**config.mk**
```make
export PLATFORM = sky130hd
export DESIGN_NAME = nv_access_host_flat
export DESIGN_NICKNAME = d
export VERILOG_FILES = /design/src/hdl/nv_access_pkg.sv /design/src/hdl/nv_bus_if.sv /design/src/hdl/nv_access_host.sv /design/src/flat_wrapper.sv
export SDC_FILE = /design/constraint.sdc
export NUM_CORES = 1
export LEC_CHECK = 0
export ABC_CLOCK_PERIOD_IN_PS = 3100
export BUFFER_PORTS_ARGS = -buffer_cell sky130_fd_sc_hd__buf_2
export CAP_MARGIN = 0
export CORE_ASPECT_RATIO = 1.1
export CORE_MARGIN = 2
export CORE_UTILIZATION = 53
export DETAILED_ROUTE_END_ITERATION = 8
export HOLD_SLACK_MARGIN = 0.08
export PLACE_DENSITY = 0.76
export SLEW_MARGIN = 20
export SYNTH_ARGS = -nofsm -noshare
export SYNTH_HDL_FRONTEND = slang
export SYNTH_SLANG_ARGS = --single-unit
```
**constraint.sdc**
```tcl
create_clock -name clock_i -period 3.1 [get_ports clock_i]
set_input_delay 0.465 -clock clock_i [delete_from_list [all_inputs] [get_ports clock_i]]
set_output_delay 0.465 -clock clock_i [all_outputs]
set_load 0.02 [all_outputs]
```
**src/hdl/nv_access_pkg.sv**
```systemverilog
package nv_access_pkg;
	// ==========================================================
	// Device register offsets in the I/O space
	localparam logic [5:0] CTRL_OFS    = 6'h1f;
	localparam logic [5:0] DATA_OFS    = 6'h20;
	localparam logic [5:0] ADDR_LO_OFS = 6'h21;
	localparam logic [5:0] ADDR_HI_OFS = 6'h22;

	// Control register fields
	localparam int RIE_BIT = 3;
	localparam int MWE_BIT = 2;
	localparam int WE_BIT  = 1;
	localparam int RE_BIT  = 0;

	// Reset values
	localparam logic [7:0]  DATA_RST = 8'h00;
	localparam logic [10:0] ADDR_RST = 11'h000;

	// ==========================================================
	// Array geometry
	localparam int         ADDR_W        = 11;
	localparam int         MEM_BYTES     = 2048;
	localparam logic       LARGE_VARIANT = 1'b1;

	// ==========================================================
	// Timing
	localparam logic [2:0] MWE_WINDOW  = 3'h4;
	localparam logic [2:0] READ_STALL  = 3'h4;
	localparam logic [2:0] WRITE_STALL = 3'h2;
	localparam int CLK_PERIOD_NS  = 100;
	localparam int WRITE_TIME_NS  = 3400000;
	localparam int WRITE_CYCLES   = WRITE_TIME_NS / CLK_PERIOD_NS;

	// ==========================================================
	// Controller user registers
	localparam logic [3:0] U_ADDR     = 4'h0;
	localparam logic [3:0] U_WDATA    = 4'h1;
	localparam logic [3:0] U_CMD      = 4'h2;
	localparam logic [3:0] U_STATUS   = 4'h3;
	localparam logic [3:0] U_IRQ_STAT = 4'h4;
	localparam logic [3:0] U_IRQ_CLR  = 4'h5;
	localparam logic [3:0] U_IRQ_EN   = 4'h6;
	localparam logic [3:0] U_GIE      = 4'h7;
	localparam int CMD_READ_BIT  = 0;
	localparam int CMD_WRITE_BIT = 1;
	localparam int EV_READ_DONE  = 0;
	localparam int EV_WRITE_GO   = 1;
endpackage : nv_access_pkg

```
**src/hdl/nv_bus_if.sv**
```systemverilog
`timescale 1ns/1ps
interface nv_bus_if;
	logic [5:0] io_addr;           // I/O register address
	logic [7:0] io_wdata;          // Write data
	logic       io_we;             // One-cycle write strobe
	logic       io_re;             // One-cycle read strobe
	logic [7:0] io_rdata;          // Read data, cycle after io_re
	logic       core_stall;        // Core halted while high
	logic       ready_irq;         // Ready interrupt request
	logic       global_ie;         // Global interrupt enable
	logic       self_program_busy; // Flash self-programming active

	modport device (
		input  io_addr, io_wdata, io_we, io_re, global_ie, self_program_busy,
		output io_rdata, core_stall, ready_irq
	);
	modport host (
		output io_addr, io_wdata, io_we, io_re, global_ie, self_program_busy,
		input  io_rdata, core_stall, ready_irq
	);
endinterface : nv_bus_if

```
**src/hdl/nv_access_host.sv**
```systemverilog
`timescale 1ns/1ps
module nv_access_host
	import nv_access_pkg::*;
(
	// Clock and reset
	input  wire logic        clock_i,
	input  wire logic        resetn_i,
	// Software port
	input  wire logic [3:0]  addr_i,
	input  wire logic [15:0] wdata_i,
	input  wire logic        we_i,
	input  wire logic        re_i,
	output logic      [15:0] rdata_o,
	// Flash status and interrupt
	input  wire logic        self_program_busy_i,
	output logic             irq_o,
	// Device side
	nv_bus_if.host           bus
);

	typedef enum {
		S_IDLE, S_POLL, S_POLL_W, S_CHECK, S_ADDR_LO, S_ADDR_HI, S_DATA,
		S_MWE, S_WE, S_RE, S_GAP, S_STALL, S_RD, S_RD_W, S_RD_CAP
	} host_state_t;

	// ==========================================================
	// State
	host_state_t       state;
	host_state_t       next_state;
	logic              op_write;
	logic [ADDR_W-1:0] cmd_addr;
	logic [7:0]        cmd_data;
	logic [7:0]        read_byte;
	logic              gie_en;
	logic [1:0]        irq_stat;
	logic [1:0]        irq_en;
	logic [5:0]        io_addr;
	logic [7:0]        io_wdata;
	logic              io_we;
	logic              io_re;
	logic              spb;
	logic              gie;
	logic [5:0]        next_io_addr;
	logic [7:0]        next_io_wdata;
	logic              next_io_we;
	logic              next_io_re;

	// ==========================================================
	// Software decode
	wire idle    = state == S_IDLE;
	wire cmd_go  = we_i & (addr_i == U_CMD) & idle;
	wire ev_read = state == S_RD_CAP;
	wire ev_wr   = state == S_WE;
	wire [1:0] ev_set = {ev_wr, ev_read};
	wire [1:0] ev_clr = (we_i && addr_i == U_IRQ_CLR) ? wdata_i[1:0] : 2'h0;
	wire [15:0] u_mux =
		(addr_i == U_ADDR)     ? {5'h00, cmd_addr} :
		(addr_i == U_WDATA)    ? {8'h00, cmd_data} :
		(addr_i == U_STATUS)   ? {6'h00, bus.ready_irq, ~idle, read_byte} :
		(addr_i == U_IRQ_STAT) ? {14'h0000, irq_stat} :
		(addr_i == U_IRQ_EN)   ? {14'h0000, irq_en} :
		(addr_i == U_GIE)      ? {15'h0000, gie_en} : 16'h0000;

	// ==========================================================
	// Sequencer: S_POLL, S_ADDR_LO through S_RE and S_RD each issue one I/O access, other steps none
	always_comb begin
		next_state    = state;
		next_io_addr  = io_addr;
		next_io_wdata = io_wdata;
		next_io_we    = 1'b0;
		next_io_re    = 1'b0;
		case (state)
			S_IDLE: if (cmd_go) next_state = S_POLL;
			S_POLL: begin // wait for strobe and flash idle
				next_io_addr = CTRL_OFS;
				next_io_re   = 1'b1;
				next_state   = S_POLL_W;
			end
			S_POLL_W: next_state = S_CHECK;
			S_CHECK: next_state = (bus.io_rdata[WE_BIT] || spb) ? S_POLL : S_ADDR_LO;
			S_ADDR_LO: begin
				next_io_addr  = ADDR_LO_OFS;
				next_io_wdata = cmd_addr[7:0];
				next_io_we    = 1'b1;
				next_state    = S_ADDR_HI;
			end
			S_ADDR_HI: begin
				next_io_addr  = ADDR_HI_OFS;
				next_io_wdata = {5'h00, cmd_addr[ADDR_W-1:8]};
				next_io_we    = 1'b1;
				next_state    = op_write ? S_DATA : S_RE;
			end
			S_DATA: begin
				next_io_addr  = DATA_OFS;
				next_io_wdata = cmd_data;
				next_io_we    = 1'b1;
				next_state    = S_MWE;
			end
			S_MWE: begin // enable with strobe written zero
				next_io_addr  = CTRL_OFS;
				next_io_wdata = (8'h01 << MWE_BIT) | (8'h01 << RIE_BIT);
				next_io_we    = 1'b1;
				next_state    = S_WE;
			end
			S_WE: begin // strobe in the very next cycle
				next_io_addr  = CTRL_OFS;
				next_io_wdata = (8'h01 << WE_BIT) | (8'h01 << RIE_BIT);
				next_io_we    = 1'b1;
				next_state    = S_GAP;
			end
			S_RE: begin
				next_io_addr  = CTRL_OFS;
				next_io_wdata = (8'h01 << RE_BIT) | (8'h01 << RIE_BIT);
				next_io_we    = 1'b1;
				next_state    = S_GAP;
			end
			S_GAP: next_state = S_STALL;
			S_STALL: if (!bus.core_stall) next_state = op_write ? S_IDLE : S_RD;
			S_RD: begin
				next_io_addr = DATA_OFS;
				next_io_re   = 1'b1;
				next_state   = S_RD_W;
			end
			S_RD_W: next_state = S_RD_CAP;
			S_RD_CAP: next_state = S_IDLE;
			default: next_state = S_IDLE;
		endcase
	end

	// Bus outputs and sequencer state
	always_ff @(posedge clock_i or negedge resetn_i) begin
		if (!resetn_i) begin
			state    <= S_IDLE;
			io_addr  <= 6'h00;
			io_wdata <= 8'h00;
			io_we    <= 1'b0;
			io_re    <= 1'b0;
			spb      <= 1'b0;
			gie      <= 1'b0;
		end else begin
			state    <= next_state;
			io_addr  <= next_io_addr;
			io_wdata <= next_io_wdata;
			io_we    <= next_io_we;
			io_re    <= next_io_re;
			spb      <= self_program_busy_i;
			gie      <= gie_en & (next_state == S_IDLE);
		end
	end

	// ==========================================================
	// Software registers; an event beats its clear in the same cycle
	always_ff @(posedge clock_i or negedge resetn_i) begin
		if (!resetn_i) begin
			cmd_addr  <= ADDR_RST;
			cmd_data  <= DATA_RST;
			op_write  <= 1'b0;
			gie_en    <= 1'b0;
			irq_en    <= 2'h0;
			irq_stat  <= 2'h0;
			read_byte <= 8'h00;
			rdata_o   <= 16'h0000;
			irq_o     <= 1'b0;
		end else begin
			if (we_i && addr_i == U_ADDR && idle)
				cmd_addr <= wdata_i[ADDR_W-1:0];
			if (we_i && addr_i == U_WDATA && idle)
				cmd_data <= wdata_i[7:0];
			if (we_i && addr_i == U_IRQ_EN)
				irq_en <= wdata_i[1:0];
			if (we_i && addr_i == U_GIE)
				gie_en <= wdata_i[0];
			if (cmd_go)
				op_write <= wdata_i[CMD_WRITE_BIT];
			if (ev_read)
				read_byte <= bus.io_rdata;
			irq_stat <= (irq_stat & ~ev_clr) | ev_set;
			rdata_o  <= re_i ? u_mux : 16'h0000;
			irq_o    <= |(irq_stat & irq_en);
		end
	end

	assign bus.io_addr           = io_addr;
	assign bus.io_wdata          = io_wdata;
	assign bus.io_we             = io_we;
	assign bus.io_re             = io_re;
	assign bus.global_ie         = gie;
	assign bus.self_program_busy = spb;

endmodule : nv_access_host

```
**src/flat_wrapper.sv**
```systemverilog
// flat-port wrapper written by rule: the top's interface ports become plain ports
module nv_access_host_flat import nv_access_pkg::*;
  (clock_i, resetn_i, addr_i, wdata_i, we_i, re_i, rdata_o, self_program_busy_i, irq_o, bus_io_addr, bus_io_wdata, bus_io_we, bus_io_re, bus_global_ie, bus_self_program_busy, bus_io_rdata, bus_core_stall, bus_ready_irq);
  nv_bus_if bus_i ();
  input  wire logic clock_i;
  input  wire logic resetn_i;
  input  wire logic [3:0] addr_i;
  input  wire logic [15:0] wdata_i;
  input  wire logic we_i;
  input  wire logic re_i;
  output logic      [15:0] rdata_o;
  input  wire logic self_program_busy_i;
  output logic irq_o;
  output wire logic [$bits(bus_i.io_addr)-1:0] bus_io_addr;
  output wire logic [$bits(bus_i.io_wdata)-1:0] bus_io_wdata;
  output wire logic [$bits(bus_i.io_we)-1:0] bus_io_we;
  output wire logic [$bits(bus_i.io_re)-1:0] bus_io_re;
  output wire logic [$bits(bus_i.global_ie)-1:0] bus_global_ie;
  output wire logic [$bits(bus_i.self_program_busy)-1:0] bus_self_program_busy;
  input wire logic [$bits(bus_i.io_rdata)-1:0] bus_io_rdata;
  input wire logic [$bits(bus_i.core_stall)-1:0] bus_core_stall;
  input wire logic [$bits(bus_i.ready_irq)-1:0] bus_ready_irq;
  assign bus_io_addr = bus_i.io_addr;
  assign bus_io_wdata = bus_i.io_wdata;
  assign bus_io_we = bus_i.io_we;
  assign bus_io_re = bus_i.io_re;
  assign bus_global_ie = bus_i.global_ie;
  assign bus_self_program_busy = bus_i.self_program_busy;
  assign bus_i.io_rdata = bus_io_rdata;
  assign bus_i.core_stall = bus_core_stall;
  assign bus_i.ready_irq = bus_ready_irq;
  nv_access_host u_core (.clock_i(clock_i), .resetn_i(resetn_i), .addr_i(addr_i), .wdata_i(wdata_i), .we_i(we_i), .re_i(re_i), .rdata_o(rdata_o), .self_program_busy_i(self_program_busy_i), .irq_o(irq_o), .bus(bus_i));
endmodule
```
Yosys cells after proc, flatten, opt, wreduce, memory -nomap -nowiden
Index checks and enable logic that the tools add are counted.
Cells by class
  add/sub/neg operators: 0
  multipliers: 0
  divide/modulo/power cells: 0
  magnitude comparators: 0
  equality and inequality tests: 22
  shifts and indexed selects: 0
  muxes and demuxes: 18
  bitwise logic cells: 8
  reductions and logical operators: 20
Operators by type and width (number)
  case mux 32 bit (13 select lines): 1
  equality test 32 x 4 -> 1 bit (second input constant): 6
  equality test 32 x 3 -> 1 bit (second input constant): 4
  zero test 32 bit: 3
  2-to-1 mux 16 bit: 6
  equality test 32 x 2 -> 1 bit (second input constant): 2
  equality test 32 x 5 -> 1 bit (second input constant): 2
  2-to-1 mux 32 bit: 2
  case mux 8 bit (6 select lines): 1
  equality test 32 x 1 -> 1 bit (second input constant): 1
  case mux 6 bit (4 select lines): 1
  equality test 4 x 3 -> 1 bit (second input constant): 4
  equality test 4 x 2 -> 1 bit (second input constant): 2
  2-to-1 mux 4 bit: 2
  OR reduction 2 bit: 4
  logical AND 1 bit: 7
  nonzero test 6 bit: 1
  OR reduction 6 bit: 1
  bitwise AND 2 bit: 2
  equality test 4 x 1 -> 1 bit (second input constant): 1
  zero test 4 bit: 1
  nonzero test 4 bit: 1
  OR reduction 4 bit: 1
  bitwise AND 1 bit: 3
  other kinds (7): 9
Word-level totals
  register bits: 100
  latch bits: 0
  RAM bits: 0
  memory bits (read-only): 0
  input port bits: 35
  logic and storage cells: 84
  memories: 0

Longest topological paths before layout
  word-level depth: 8
  gate-level depth with buffers: 7
  depth with buffers taken out: 5

Worst setup path after synthesis
OpenSTA, ideal clock, no wires.
  path kind: flip-flop to flip-flop
  start: reg u_core.state[26]
  end: reg u_core.read_byte[0]
  setup time: 125 ps
  data arrival time: 2056 ps
  setup slack: 919 ps
  cell stages (with the launch flop): 6
  path buffers: 1
  clock period less this slack: 2181 ps
  path through: dfrtp_1 or4_4 or3_1 buf_6 nor3_4 mux2_2
On the way
  cells in the longest elaborated chain, start to end: 1
Ends and longest elaborated chain
  from (decl): RTL line nv_access_host.sv:28  | host_state_t state;
  from (signal assigned): RTL line nv_access_host.sv:141  | state <= next_state;
  equality test 32 x 5 -> 1 bit: RTL line nv_access_host.sv:52  | wire ev_read = state == S_RD_CAP;
  to (signal assigned): RTL line nv_access_host.sv:176  | read_byte <= bus.io_rdata;
  to (decl): RTL line nv_access_host.sv:33  | logic [7:0] read_byte;
Every way passes these cells.
A chain may end at the register's enable or synchronous reset.

Worst setup path in the final report
  start: reg u_core.state[15]
  end: reg u_core.read_byte[6]
Same word-level chain as after synthesis.

==> results by stage <==
Timing:
- The final-report setup violation count is 0.
- The clock skew is between 0.008 and 0.009 ns.
- Adding up every negative setup slack in the final design gives 0 ns.
- The slew of the pin with the lowest slew margin is 0.8197 ns.
- The worst relative slew slack is 0.4535.
- The highest achievable clock rate is 0.3889 GHz.
- Setup repair after global routing left no endpoint under its margin.
- The clock period could shrink to about 2.6 ns.
- The number of failing hold endpoints at the final stage is 0.
- Of the available clock period, the critical path in the final layout requires 0.8295.
- The max-slew violation count was 0.

Logic synthesis:
- The fraction of registers with async set or reset after synthesis is 1.000.
- The number of unique standard cell types used by synthesis is between 40 and 50.
- The library cell with the highest instance count after synthesis is sky130_fd_sc_hd__dfrtp_1.
- A synthesized cell averages ~11 sq um.
- The post-synthesis instance total is ~350.
- Summing every instance area after synthesis gives ~0.004 sq mm.
- The portion of synthesized area spent on multiplexers is 0.09108.
- In the post-synthesis netlist, the biggest area contributors are sky130_fd_sc_hd__dfrtp_1 59%, sky130_fd_sc_hd__mux2_2 8.9%, sky130_fd_sc_hd__nor2_1 3.0%.
- Of the post-synthesis cell area, the dominant cell type holds 0.5903.
- In this run, synthesis inferred 0 flip-flops with an integrated enable.
- The synthesis warning total is 0.
- The fraction of synthesized cell area in xor and xnor cells is 0.
- The area fraction in and, or, nand and nor cells after synthesis is 0.1650.
- The synthesized design contains 93 register bits.
- The commonest cells after synthesis are 93 x sky130_fd_sc_hd__dfrtp_1, 32 x sky130_fd_sc_hd__nor2_1, 31 x sky130_fd_sc_hd__mux2_2.
- The largest family of logic cells by synthesized area is simple AND/OR/NAND/NOR gates.
- Of the total synthesized cell area, the portion taken by full adders, half adders and majority gates is 0.
- Of all cell types, the one taking the most synthesized area is sky130_fd_sc_hd__dfrtp_1.
- The commonest register cell after synthesis is sky130_fd_sc_hd__dfrtp_1.
- The proportion of synthesized chip area in sequential cells is 0.5903.
- The post-synthesis compound-gate area fraction was 0.1142.

Detailed routing:
- The via count is between 2000 and 3000.
- For this run, design rule violations remaining after detail routing come to 0.
- In the final routed layout, each cell accounts on average for about 16 microns.
- The number of design-rule violations left by the first detailed-router iteration is approximately 340.
- The average via count per standard cell is roughly 5.6.
- In this run the remaining antenna-violating nets after routing total 0.
- The total wire length is 8321 microns.
- The pre-antenna-repair detailed-routing pass consisted of 4 iterations.

Run status:
- The flow ran to the end, and the final reports show no timing, DRC or antenna violations.

Die:
- During I/O placement, the number of pins put on the boundary was 70.
- The area of the core region is 0.007127 sq mm.
- Row generation in the floorplan step produced 32 rows.
- Measured along the x axis, the die boundary spans 86.24 microns.
- The floorplan step defined a die boundary enclosing 0.008145 sq mm.
- For this configuration, the core starts out at a cell density of 0.5532.
- Measured along the y axis, the die boundary spans 94.46 microns.

GRT:
- The number of antenna violations at the first check in global routing is 0.
- The global-route wire length before repair is 13580 microns.
- The number of global-route vias before repair is about 2800.
- Across every metal layer, demand over resource in global routing totals 0.2183.
- For this run the aggregate overflow at the end of global routing stands at 0.
- The largest net degree at the start of global routing is 94.

Clock network:
- TritonCTS built the clock tree.
- TritonCTS created 9 clock buffers.
- Counting along the longest clock path gives a buffer depth of 2.
- The H-tree depth reported by CTS is 3.
- The number of buffers inserted for hold repair after clock tree synthesis is 0.
- The tree is rooted in a sky130_fd_sc_hd__clkbuf_8.
- For the worst-skew pair, the clock arrives at the later sink with an insertion delay of roughly 0.36 ns.
- The total setup buffers inserted after CTS is 0.
- The number of clock sinks is a little over 90.
- In this run, post-CTS repair resized a total of 0 instances.
- The clock-pin transition on the worst setup and hold timing paths is approximately 0.09 ns.

Final layout:
- The total inserted antenna cells is 0.
- The utilization after layout is 0.6487.
- The filler cells instantiated in the layout total slightly below 600.
- The fraction of layout instances using a drive strength above 1 is 0.2729.
- The final-stage net count is ~470.
- Compared with the post-synthesis result, the final layout area differs by 17.26%.

Power:
- Of the total power, the share spent switching nets is 0.2309.
- The analysis attributes to net switching a power of 0.5238 mW.
- The total power density per cell area is between 400 and 500 mW/mm^2.
- The clock network fraction of total power is 0.390.
- The internal power summed over all cells is about 1.7 mW.
- For this design the static power due to leakage is 2.325 nW.
- Of the total power, registers draw 0.556.
- The share of total power dissipated in combinational logic is 0.053.
- The maximum VDD drop is around 0.0003 V.

Placed design:
- The quantity of I/O buffers inserted on ports is between 50 and 60.
- Routability-driven placement finished with a final weighted congestion of around 0.82.
- The wire-length estimate of the detail-placed layout is 5616 microns.

Job:
- Max-cap violations in this run came to 0.

Critical path:
- The critical path is of the flop to flop type.
- The slowest stage of the critical path belongs to the cell sky130_fd_sc_hd__or3_1.
- The largest single stage delay on the critical path is around 0.6 ns.
- The data required time of the worst path is 3.35 ns.
- Data arrives at the worst endpoint at 2.82 ns.
- The endpoint kind of the worst setup timing path is a flop.
- The signal on the critical path passes through nor4_1 > nand4_1 > or3_1 > nor3_4 > mux2_2.
- Along the worst path, the maximum fanout reaches 9.
- STA classifies the critical path startpoint as a flop.

Worst hold path:
- The tightest min-delay check is of the input pin to asynchronous set/reset pin type.
-- flip-flops by register name (all words and copies together) (netlist names), 4 cells and up --
signal	count
u_core.bus.io_addr	4
u_core.bus.io_wdata	8
u_core.cmd_addr	11
u_core.cmd_data	8
u_core.rdata_o	11
u_core.read_byte	8
u_core.state	32
-- worst paths after layout --
kind,from,end,slack [ns],cells past startpoint
worst min register to register,u_core.read_byte[7]$_DFFE_PN0P_,u_core.read_byte[7]$_DFFE_PN0P_,0.52,1
worst max-delay path,u_core.state[15]$_DFF_PN0_,u_core.read_byte[6]$_DFFE_PN0P_,0.53,5
worst max register to register,u_core.state[15]$_DFF_PN0_,u_core.read_byte[6]$_DFFE_PN0P_,0.53,5
worst min-delay path,resetn_i,u_core.state[17]$_DFF_PN0_,0.15,1
min in group clock_i,self_program_busy_i,u_core.bus.self_program_busy$_DFF_PN0_,0.21,1
max in group asynchronous,resetn_i,u_core.gie_en$_DFFE_PN0P_,2.38,1
-- cells in the final DEF (no fill, tap or decap), types with 2 or more instances in the layout --
| cell type | count |
|---|---|
| sky130_fd_sc_hd__or3_1 | 2 |
| sky130_fd_sc_hd__a32o_1 | 2 |
| sky130_fd_sc_hd__nor2_1 | 32 |
| sky130_fd_sc_hd__inv_1 | 5 |
| sky130_fd_sc_hd__o22ai_1 | 3 |
| sky130_fd_sc_hd__bufinv_16 | 2 |
| sky130_fd_sc_hd__a21oi_1 | 19 |
| sky130_fd_sc_hd__mux2_2 | 31 |
| sky130_fd_sc_hd__o221ai_1 | 2 |
| sky130_fd_sc_hd__a221o_1 | 5 |
| sky130_fd_sc_hd__a22oi_1 | 3 |
| sky130_fd_sc_hd__and4_1 | 4 |
| sky130_fd_sc_hd__buf_2 | 58 |
| sky130_fd_sc_hd__nand2_1 | 26 |
| sky130_fd_sc_hd__nand3_1 | 6 |
| sky130_fd_sc_hd__buf_4 | 9 |
| sky130_fd_sc_hd__o31a_1 | 2 |
| sky130_fd_sc_hd__nor2b_1 | 6 |
| sky130_fd_sc_hd__dfrtp_1 | 93 |
| sky130_fd_sc_hd__inv_6 | 3 |
| sky130_fd_sc_hd__and3_1 | 2 |
| sky130_fd_sc_hd__nand3b_1 | 3 |
| sky130_fd_sc_hd__a31oi_1 | 4 |
| sky130_fd_sc_hd__o21ai_0 | 14 |
| sky130_fd_sc_hd__a21o_1 | 3 |
| sky130_fd_sc_hd__nor3_1 | 6 |
| sky130_fd_sc_hd__nor3b_1 | 2 |
| sky130_fd_sc_hd__nand2b_1 | 11 |
| sky130_fd_sc_hd__nand4_1 | 3 |
| sky130_fd_sc_hd__nor4_1 | 9 |
| sky130_fd_sc_hd__clkbuf_8 | 9 |
| sky130_fd_sc_hd__and2_1 | 5 |
| sky130_fd_sc_hd__o41ai_1 | 2 |
| sky130_fd_sc_hd__nor3_4 | 2 |
| sky130_fd_sc_hd__conb_1 | 33 |
-- per-stage QoR --
step	hold slack, ns	area, sq um	total power [mW]	worst slack (ns)	std cells
floorplan	0.1694	4063	1.345	0.9187	378
global placement	0.4902	4402	1.404	0.5818	506
detailed placement	0.4960	4402	1.408	0.5271	506
CTS	0.2031	4619	2.289	0.4729	521
global route	0.1997	4623	2.361	0.2982	521
finish	0.1492	4623	2.269	0.5286	521
-- logic make-up after synthesis --
logic type / after synthesis
other: 1
and+or+nand+nor: 122
buffers and inverters: 30
DFF: 93
AOI/OAI and AO/OA: 68
muxes: 32
-- power groups by stage --
stage	Sequential (mW)	Clock, mW	Combinational, mW
3_5_place_dp	1.29	0	0.121
6_report	1.26	0.886	0.121
5_1_grt	1.27	0.955	0.139
4_1_cts	1.26	0.905	0.122
3_3_place_gp	1.29	0	0.119
2_1_floorplan	1.29	0	0.0525
-- routing by layer --
metal | track usage | vias to the layer above | share of wire | wire length [microns]
li1 | - | 1365 | - | -
met1 | 0.2968 | 1440 | 0.43 | 3581
met2 | 0.3404 | 88 | 0.49 | 4087
met3 | 0.04196 | 15 | 0.056 | 467
met4 | 0.1042 | 0 | 0.022 | 184
met5 | 0 | - | 0 | 0
-- layout make-up --
type                            count  area [sq um]  share of cell area
Multi-Input combinational cell    255          1584              0.3426
Clock buffer                        9         123.9             0.02679
Sequential cell                    93          2327              0.5034
Inverter                            5         18.77            0.004060
Tap cell                           85         106.4             0.02300
Clock inverter                      6         93.84             0.02030
Timing Repair Buffer               68         369.1             0.07984
-- worst max-delay path: cells and delay by family (launching register included) --
kind,cells,cell delay [ns]
simple gates,4,1.69
mux,1,0.40
flops,1,0.37
(Power assumes the default switching activity.)
